`src/design/sspr_pkg.sv`:
```
// Constants and types for the serial status poll responder
package sspr_pkg;
  localparam logic [7:0] SSPR_REQ_BYTE = 8'h1e;
  localparam logic [7:0] SSPR_BUSY_BYTE = 8'hf7;
  localparam logic SSPR_POLL_EN_RST = 1'b1;
  localparam int SSPR_STAT_BIT = 7;
  localparam int SSPR_MODE_LSB = 4;
  localparam int SSPR_DIR_BIT = 3;
  localparam int SSPR_CLK_MHZ = 200;
  localparam int SSPR_MODE_LAT_MS = 20;
  localparam int SSPR_MODE_LAT_CYC = SSPR_MODE_LAT_MS * SSPR_CLK_MHZ * 1000;

  localparam logic [2:0] SSPR_ST_ERROR = 3'h0;
  localparam logic [2:0] SSPR_ST_REQUEST = 3'h1;
  localparam logic [2:0] SSPR_ST_TRAFFIC = 3'h2;
  localparam logic [2:0] SSPR_ST_IDLE = 3'h3;
  localparam logic [2:0] SSPR_ST_OVER = 3'h4;
  localparam logic [2:0] SSPR_ST_PHASING = 3'h5;
  localparam logic [2:0] SSPR_ST_SYNC = 3'h6;
  localparam logic [2:0] SSPR_ST_UNDEF = 3'h7;

  localparam logic [2:0] SSPR_MD_STANDBY = 3'h0;
  localparam logic [2:0] SSPR_MD_LEGACY_ARQ = 3'h1;
  localparam logic [2:0] SSPR_MD_PRIMARY_ARQ = 3'h2;
  localparam logic [2:0] SSPR_MD_LEGACY_BC = 3'h3;
  localparam logic [2:0] SSPR_MD_PRIMARY_BC = 3'h4;
  localparam logic [2:0] SSPR_MD_TELEPRINTER = 3'h5;
  localparam logic [2:0] SSPR_MD_LISTEN = 3'h6;
  localparam logic [2:0] SSPR_MD_BUSY = 3'h7;

  typedef enum logic [2:0] {
    SSPR_IDLE_S = 3'b001,
    SSPR_HDR_S = 3'b010,
    SSPR_STAT_S = 3'b100
  } sspr_state_t;
endpackage : sspr_pkg

```
`src/design/sspr_status_encoder.sv`:
```
// Status byte encoder from mode and link conditions
`timescale 1ns/1ps
`default_nettype none
module sspr_status_encoder
  import sspr_pkg::*;
(
  input wire logic [2:0] op_mode,
  input wire logic sender_indicator,
  input wire logic chan_busy,
  input wire logic link_error,
  input wire logic link_request,
  input wire logic link_traffic,
  input wire logic pkt_has_idle,
  input wire logic changeover,
  input wire logic phasing,
  input wire logic synchronizing_state,
  output logic [7:0] status_byte
);
  logic [2:0] code;
  always_comb begin
    if (synchronizing_state) begin
      code = SSPR_ST_SYNC;
    end else if (phasing && op_mode == SSPR_MD_LEGACY_ARQ) begin
      code = SSPR_ST_PHASING;
    end else if (changeover) begin
      code = SSPR_ST_OVER;
    end else if (pkt_has_idle) begin
      code = SSPR_ST_IDLE;
    end else if (link_traffic) begin
      code = SSPR_ST_TRAFFIC;
    end else if (link_request) begin
      code = SSPR_ST_REQUEST;
    end else if (link_error) begin
      code = SSPR_ST_ERROR;
    end else begin
      code = SSPR_ST_UNDEF;
    end
    if (op_mode == SSPR_MD_STANDBY && chan_busy) begin
      status_byte = SSPR_BUSY_BYTE;
    end else begin
      // Mode in 6..4, direction in 3, bit 7 forced high
      status_byte = {1'b1, op_mode, sender_indicator, code};
    end
  end
endmodule : sspr_status_encoder
`default_nettype wire

```
`src/design/sspr_responder.sv`:
```
// Serial status poll responder top
`timescale 1ns/1ps
`default_nettype none
module sspr_responder
  import sspr_pkg::*;
(
  input wire logic clock,
  input wire logic rst_n,
  input wire logic rx_valid,
  input wire logic [7:0] rx_data,
  input wire logic tx_ready,
  input wire logic poll_enable,
  input wire logic prompt_issued,
  input wire logic flow_stopped,
  input wire logic [2:0] op_mode,
  input wire logic sender_indicator,
  input wire logic chan_busy,
  input wire logic link_error,
  input wire logic link_request,
  input wire logic link_traffic,
  input wire logic pkt_has_idle,
  input wire logic changeover,
  input wire logic phasing,
  input wire logic synchronizing_state,
  output logic tx_valid,
  output logic [7:0] tx_data,
  output logic pass_valid,
  output logic [7:0] pass_data,
  output logic reply_busy,
  output logic [7:0] link_status_byte
);
  ////////////////////////////////////////////////////////////////////////
  sspr_state_t state_r, state_nxt;
  logic ready_r, ready_nxt;
  logic tx_valid_r, tx_valid_nxt;
  logic [7:0] tx_data_r, tx_data_nxt;
  logic [7:0] snap_r, snap_nxt;
  logic pass_valid_r, pass_valid_nxt;
  logic [7:0] pass_data_r, pass_data_nxt;
  logic [7:0] live_status;
  logic [7:0] live_r;
  logic is_req;
  logic reply_busy_r, reply_busy_nxt;

  sspr_status_encoder u_enc (
    .op_mode(op_mode),
    .sender_indicator(sender_indicator),
    .chan_busy(chan_busy),
    .link_error(link_error),
    .link_request(link_request),
    .link_traffic(link_traffic),
    .pkt_has_idle(pkt_has_idle),
    .changeover(changeover),
    .phasing(phasing),
    .synchronizing_state(synchronizing_state),
    .status_byte(live_status)
  );

  // Flow control deliberately unused in the request path
  assign is_req = rx_valid && rx_data == SSPR_REQ_BYTE && poll_enable && ready_r;

  ////////////////////////////////////////////////////////////////////////
  always_comb begin
    state_nxt = state_r;
    ready_nxt = ready_r | prompt_issued;
    tx_valid_nxt = tx_valid_r;
    tx_data_nxt = tx_data_r;
    snap_nxt = snap_r;
    pass_valid_nxt = 1'b0;
    pass_data_nxt = pass_data_r;
    // Non-poll bytes, or polls while disabled or not ready, flow on
    if (rx_valid && !is_req && !(state_r != SSPR_IDLE_S && rx_data == SSPR_REQ_BYTE
        && poll_enable && ready_r)) begin
      pass_valid_nxt = 1'b1;
      pass_data_nxt = rx_data;
    end
    case (state_r)
      SSPR_IDLE_S: begin
        if (is_req) begin
          snap_nxt = live_status;
          tx_valid_nxt = 1'b1;
          tx_data_nxt = SSPR_REQ_BYTE;
          state_nxt = SSPR_HDR_S;
        end
      end
      SSPR_HDR_S: begin
        // Requests arriving here are dropped
        if (tx_ready) begin
          tx_data_nxt = snap_r;
          state_nxt = SSPR_STAT_S;
        end
      end
      SSPR_STAT_S: begin
        if (tx_ready) begin
          tx_valid_nxt = 1'b0;
          state_nxt = SSPR_IDLE_S;
        end
      end
      default: begin
        state_nxt = SSPR_IDLE_S;
        tx_valid_nxt = 1'b0;
      end
    endcase
    // Registered so the busy output never glitches on state decode
    reply_busy_nxt = (state_nxt != SSPR_IDLE_S);
  end

  always_ff @(posedge clock) begin
    if (!rst_n) begin
      state_r <= SSPR_IDLE_S;
      ready_r <= 1'b0;
      tx_valid_r <= 1'b0;
      tx_data_r <= 8'h00;
      snap_r <= 8'h00;
      pass_valid_r <= 1'b0;
      pass_data_r <= 8'h00;
      live_r <= 8'h00;
      reply_busy_r <= 1'b0;
    end else begin
      state_r <= state_nxt;
      ready_r <= ready_nxt;
      tx_valid_r <= tx_valid_nxt;
      tx_data_r <= tx_data_nxt;
      snap_r <= snap_nxt;
      pass_valid_r <= pass_valid_nxt;
      pass_data_r <= pass_data_nxt;
      live_r <= live_status;
      reply_busy_r <= reply_busy_nxt;
    end
  end

  assign tx_valid = tx_valid_r;
  assign tx_data = tx_data_r;
  assign pass_valid = pass_valid_r;
  assign pass_data = pass_data_r;
  assign reply_busy = reply_busy_r;
  assign link_status_byte = live_r;

  ////////////////////////////////////////////////////////////////////////
  property p_hdr_first;
    @(posedge clock) disable iff (!rst_n)
      is_req && state_r == SSPR_IDLE_S |=> tx_valid && tx_data == 8'h1e;
  endproperty
  a_hdr_first: assert property (p_hdr_first) else $error("header not echoed");

  property p_b2b;
    @(posedge clock) disable iff (!rst_n)
      state_r == SSPR_HDR_S && tx_ready |=> state_r == SSPR_STAT_S && tx_valid
        && tx_data == $past(snap_r);
  endproperty
  a_b2b: assert property (p_b2b) else $error("status not right after header");

  property p_no_prompt;
    @(posedge clock) disable iff (!rst_n)
      !ready_r && state_r == SSPR_IDLE_S |=> state_r == SSPR_IDLE_S;
  endproperty
  a_no_prompt: assert property (p_no_prompt) else $error("reply before prompt");

  property p_disabled;
    @(posedge clock) disable iff (!rst_n)
      rx_valid && !poll_enable |=> pass_valid && pass_data == $past(rx_data);
  endproperty
  a_disabled: assert property (p_disabled) else $error("poll byte not passed");

  property p_bit7;
    @(posedge clock) disable iff (!rst_n)
      state_r == SSPR_STAT_S |-> tx_data[7];
  endproperty
  a_bit7: assert property (p_bit7) else $error("status bit 7 low");

  property p_snap;
    @(posedge clock) disable iff (!rst_n)
      state_r == SSPR_STAT_S && !tx_ready |=> tx_data == $past(tx_data);
  endproperty
  a_snap: assert property (p_snap) else $error("status changed mid reply");

  property p_drop;
    @(posedge clock) disable iff (!rst_n)
      state_r != SSPR_IDLE_S && rx_valid && rx_data == 8'h1e && poll_enable && ready_r
        |=> !pass_valid;
  endproperty
  a_drop: assert property (p_drop) else $error("request during reply leaked");

  property p_flow;
    @(posedge clock) disable iff (!rst_n)
      is_req && state_r == SSPR_IDLE_S && flow_stopped |=> state_r == SSPR_HDR_S;
  endproperty
  a_flow: assert property (p_flow) else $error("flow control blocked reply");

  property p_busy;
    @(posedge clock) disable iff (!rst_n)
      op_mode == SSPR_MD_STANDBY && chan_busy |=> link_status_byte == 8'hf7;
  endproperty
  a_busy: assert property (p_busy) else $error("busy not 247");

  property p_dir;
    @(posedge clock) disable iff (!rst_n)
      !(op_mode == SSPR_MD_STANDBY && chan_busy) |=>
        link_status_byte[3] == $past(sender_indicator);
  endproperty
  a_dir: assert property (p_dir) else $error("direction bit wrong");

  // Field checks on the live encoder output, same cycle as its inputs
  property p_mode_field;
    @(posedge clock) disable iff (!rst_n)
      !(op_mode == SSPR_MD_STANDBY && chan_busy) |-> live_status[6:4] == op_mode;
  endproperty
  a_mode_field: assert property (p_mode_field) else $error("mode field wrong");

  property p_sync_now;
    @(posedge clock) disable iff (!rst_n)
      synchronizing_state && !(op_mode == SSPR_MD_STANDBY && chan_busy)
        |-> live_status[2:0] == SSPR_ST_SYNC;
  endproperty
  a_sync_now: assert property (p_sync_now) else $error("sync code late");

  property p_over_wins;
    @(posedge clock) disable iff (!rst_n)
      changeover && !synchronizing_state && !(phasing && op_mode == SSPR_MD_LEGACY_ARQ)
        && !(op_mode == SSPR_MD_STANDBY && chan_busy) |-> live_status[2:0] == SSPR_ST_OVER;
  endproperty
  a_over_wins: assert property (p_over_wins) else $error("changeover not reported");

  property p_idle_wins;
    @(posedge clock) disable iff (!rst_n)
      pkt_has_idle && !changeover && !synchronizing_state
        && !(phasing && op_mode == SSPR_MD_LEGACY_ARQ)
        && !(op_mode == SSPR_MD_STANDBY && chan_busy) |-> live_status[2:0] == SSPR_ST_IDLE;
  endproperty
  a_idle_wins: assert property (p_idle_wins) else $error("idle not reported");

  property p_phase_legacy;
    @(posedge clock) disable iff (!rst_n)
      live_status[2:0] == SSPR_ST_PHASING |-> op_mode == SSPR_MD_LEGACY_ARQ;
  endproperty
  a_phase_legacy: assert property (p_phase_legacy) else $error("phasing outside legacy");

  c_reply: cover property (@(posedge clock) disable iff (!rst_n)
    state_r == SSPR_HDR_S ##1 state_r == SSPR_STAT_S ##1 state_r == SSPR_IDLE_S);
  c_drop: cover property (@(posedge clock) disable iff (!rst_n)
    state_r == SSPR_HDR_S && rx_valid && rx_data == 8'h1e);
  c_busy: cover property (@(posedge clock) disable iff (!rst_n)
    is_req && chan_busy && op_mode == SSPR_MD_STANDBY);
endmodule : sspr_responder
`default_nettype wire

```
`config.mk`:
```
export PLATFORM = sky130hd
export DESIGN_NAME = sspr_responder
export DESIGN_NICKNAME = d
export VERILOG_FILES = /design/src/design/sspr_pkg.sv /design/src/design/sspr_status_encoder.sv /design/src/design/sspr_responder.sv
export SDC_FILE = /design/constraint.sdc
export NUM_CORES = 1
export LEC_CHECK = 0
export BUFFER_PORTS_ARGS = -buffer_cell sky130_fd_sc_hd__buf_2
export CELL_PAD_IN_SITES_DETAIL_PLACEMENT = 0
export CELL_PAD_IN_SITES_GLOBAL_PLACEMENT = 1
export CORE_MARGIN = 4
export CORE_UTILIZATION = 27
export DETAILED_ROUTE_END_ITERATION = 7
export PLACE_DENSITY_LB_ADDON = 0.1
export SLEW_MARGIN = 30
export SYNTH_ARGS = -nofsm -noshare
export SYNTH_HDL_FRONTEND = slang
export SYNTH_SLANG_ARGS = --single-unit
```
`constraint.sdc`:
```
create_clock -name clock -period 1.4 [get_ports clock]
set_clock_uncertainty 0.1 [all_clocks]
set_input_delay 0 -clock clock [delete_from_list [all_inputs] [get_ports clock]]
set_output_delay 0 -clock clock [all_outputs]
set_load 0.02 [all_outputs]
```
==> run summary <==
The transition time at the pin with the least slew margin is 0.3548 ns. Cells with a size suffix above 1 make up 41.67% of the layout. Of all nets on the critical path, the largest fanout is 13. Power spread over the standard cell area amounts to 923.8 mW/mm^2. Yosys instantiated no cell more often than dfxtp_1.

The final hold violation count is 1. The number of buffers created by CTS came out at 5. Counting instances in the post-synthesis netlist gives the leading cell types as dfxtp_1 (39), nand2_1 (20), nor2_1 (20).

The number of diodes added for antenna fixing is 0. In this run the tool buffered the top-level ports with 52 buffer cells. The post-layout minimum cycle time came out at 1.523 ns. The maximum level of the CTS H-tree came out at 2.

The worst-skew pair later-pin latency came out at 0.29 ns. The synthesized area came out at 0.001544 mm^2. The number of max-slew violations in the final report is 0. Max-cap violations in this run came to 0. The via density per instance is 4.699. Static timing analysis puts the maximum clock frequency at 656.7 MHz. Broken down by cell family, the worst path's largest delay share belongs to simple AND/OR/NAND/NOR gates.

The global router's overall resource usage is 12.58%. The buffer depth of the longest clock path is 2. The die area came out at 0.006992 mm^2. In this run switching power makes up 24.44% of total power. The internal power of the cells totals 1.655 mW.

The CTS clock-pin slew for the worst setup and hold paths is 0.08 ns. The net switching power of the design is 0.5354 mW. The global placer's final weighted congestion came out at 0.7276. The number of standard cells in the layout, taps in and fillers out is 336. For the worst setup path, the data required time is 1.48 ns.

The floorplan die width is 83.62 um. The site row count came out at 27. The count of buffering cells on the critical path with inverters included is 0. The core area is 0.005540 mm^2.

On the critical path, the stage with the largest delay is an instance of or4_4. For this block, the routed nets add up to 4319 um of wire. The synthesized design contains 39 register bits. The remaining antenna violation count after routing is 0. The maximum VDD drop came out at 0.0004640 V. The remaining max-slew budget at the tightest pin is 76.27%. The net count after synthesis is 201. The highest cell delay on the worst timing path came out at 0.57 ns. The largest net degree at the start of global routing came out at 19. The number of placed instances, taps included came out at 305. The number of endpoints failing setup at the final stage is 20.

The share of power burned in registers is 52.6%. Summing over every cut layer, the via total after detailed routing is 1579. The cell count after synthesis came out at 174. For this run, the leading register cell type out of synthesis is dfxtp_1. The tree built by TritonCTS fans out to 39 sinks. The via count of the first global-routing pass came out at 1563.

The area fraction of the dominant cell type after synthesis came out at 50.57%. The CTS tree is yes. The worst setup margin is -0.1228 ns. The classification of the worst-slack hold path is input pin to flop. In the finished design, the share of the clock period the worst path needs comes to 108.8%. The startpoint kind of the worst setup timing path is a flop.

The number of iterations in the first detailed-routing pass is 4. The flow ran to the end, but the final reports show violations. The number of distinct library cells after synthesis came out at 41. In the post-synthesis netlist, the biggest area contributors are dfxtp_1 (51%), nand2_1 (4.9%), nor2_1 (4.9%), o21ai_1 (4.5%), a21oi_1 (4.2%). The die extent in y is 83.62 um. The mean routed wirelength per cell came out at 12.85 um. A synthesized cell averages 8.873 um^2. After synthesis, flip-flops and latches occupy 50.57% of the total area.

Setup repair after global routing could not meet its margin everywhere. The endpoint arrival time on the critical path is 1.60 ns. The final reports fail on negative hold slack, negative setup slack. The leakage power of the design came out at 1.004 nW. The detailed router finished its first iteration with 50 violations. The total congestion overflow after global routing came out at 0.

The clock network power share is 34.7%. The smallest hold slack came out at -0.006222 ns. The start-to-end type of the worst setup path is flop to flop. In this run, the combinational gates consume 12.7% of the power. The first-pass GRT wire length came out at 7217 um.

The number of flops mapped to enable cells by yosys came out at 0. For this configuration, the core starts out at a cell density of 27.87%. The fraction of synthesis flops using an asynchronous set or reset pin came out at 0%. Once detailed placement completed, the half-perimeter wirelength came to 3045 um.

For this design the top-level I/O count stands at 54. STA classifies the critical path endpoint as a flop. The Yosys warning count came out at 0. Walking the worst path, the cells encountered are nand4b_1 -> or4_4 -> nand3_1 -> a21oi_1. The number of nets at the end of the flow came out at 291. The largest total area in the synthesized netlist belongs to dfxtp_1. The overall power after layout is 2.190 mW.

From synthesis to final layout, the design area changed by 53.57%. In the routed design, unresolved DRC markers number 0. The final-layout setup total negative slack came out at -1.462 ns. The clock root buffer is clkbuf_8. The number of antenna violations at the first check in global routing came out at 0.
[final cells by class]
| type | instances | area (um^2) |
|---|---|---|
| Tap cell | 72 | 90.09 |
| Sequential cell | 39 | 785.8 |
| Inverter | 4 | 15.01 |
| Timing Repair Buffer | 92 | 618.1 |
| Fill cell | 588 | 3169 |
| Clock inverter | 1 | 5.005 |
| Multi-Input combinational cell | 122 | 774.5 |
| Clock buffer | 6 | 82.58 |
[power groups by stage]
stage	logic (mW)	registers, mW	clock network [mW]
finish	0.278	1.15	0.760
floorplan	0.0777	1.22	0
detailed placement	0.223	1.18	0
CTS	0.275	1.15	0.792
global route	0.306	1.16	0.837
global placement	0.221	1.18	0
[stage by stage]
| step | cell area [um^2] | utilization, % | hold slack, ns | setup slack, ns |
|---|---|---|---|---|
| 2_1_floorplan | 1549 | - | -0.07228 | -0.1499 |
| 3_3_place_gp | 1971 | 35.57 | 0.1088 | -0.1910 |
| 3_5_place_dp | 1971 | 35.57 | 0.1186 | -0.2116 |
| 4_1_cts | 2323 | 41.94 | 0.006541 | -0.1217 |
| 5_1_grt | 2371 | 42.80 | 0.03375 | -0.2164 |
| 6_report | 2371 | 42.80 | -0.006222 | -0.1228 |
[tightest hold or removal path: cells and delay by family]
kind	cells	cell delay, ns
AOI/OAI and AO/OA	1	0.10
and+or+nand+nor	1	0.09
buffers and inverters	2	0.14
[layout by cell type (no fill, tap or decap), types with 2 or more instances in the layout]
master,count
a21oi_1,10
a21oi_2,8
and2_1,3
buf_2,53
buf_4,17
buf_6,2
clkbuf_8,6
dfxtp_1,35
dfxtp_2,4
dlygate4sd3_1,19
inv_1,3
nand2_1,19
nand2b_1,2
nand3_1,9
nand3_2,3
nand4b_1,2
nor2_1,18
nor3b_2,2
nor4b_1,2
o21ai_0,2
o21ai_1,10
o21ai_2,6
o31ai_1,2
or4_4,2
[final timing paths]
path / start / end / slack (ns) / depth (start not counted)
worst min register to register: pass_data[1] / pass_data[1] / 0.35 / 2
worst max register to register: state_r[1] / tx_data[7] / -0.12 / 4
worst max-delay path: state_r[1] / tx_data[7] / -0.12 / 4
worst min-delay path: changeover / link_status_byte[1] / -0.006 / 4
[registers in the layout, indices dropped and copies added (netlist names)]
name and count:
state_r 3, reply_busy 1, tx_valid 1, pass_valid 1
pass_data 8, link_status_byte 8, ready_r 1, snap_r 8
tx_data 8
[repair_timing]
item,CTS,global route
hold buffers,20,0
buffers inserted,2,1
setup endpoints to repair,26,28
cloned,1,1
pin swaps,7,6
endpoints found under the hold margin,26,0
resized for setup,15,13
[per-layer routing]
| layer | wire (um) | up-vias | GRT usage (%) | part of all wire [%] |
|---|---|---|---|---|
| met5 | 0 | - | 0 | 0 |
| met4 | 38 | 0 | 3.070 | 0.88 |
| met3 | 289 | 5 | 4.245 | 6.7 |
| met2 | 2135 | 41 | 22.20 | 49 |
| met1 | 1857 | 738 | 14.57 | 43 |
| li1 | - | 795 | - | - |
[kinds of logic (layout without fill, tap and decap cells)]
group	after synthesis	after routing	synth area share, %
AOI/OAI and AO/OA	45	45	17.99
buffers and inverters	13	103	3.889
and+or+nand+nor	77	77	27.55
DFF	39	39	50.57
Note: power is estimated with default switching activity, not from simulation.
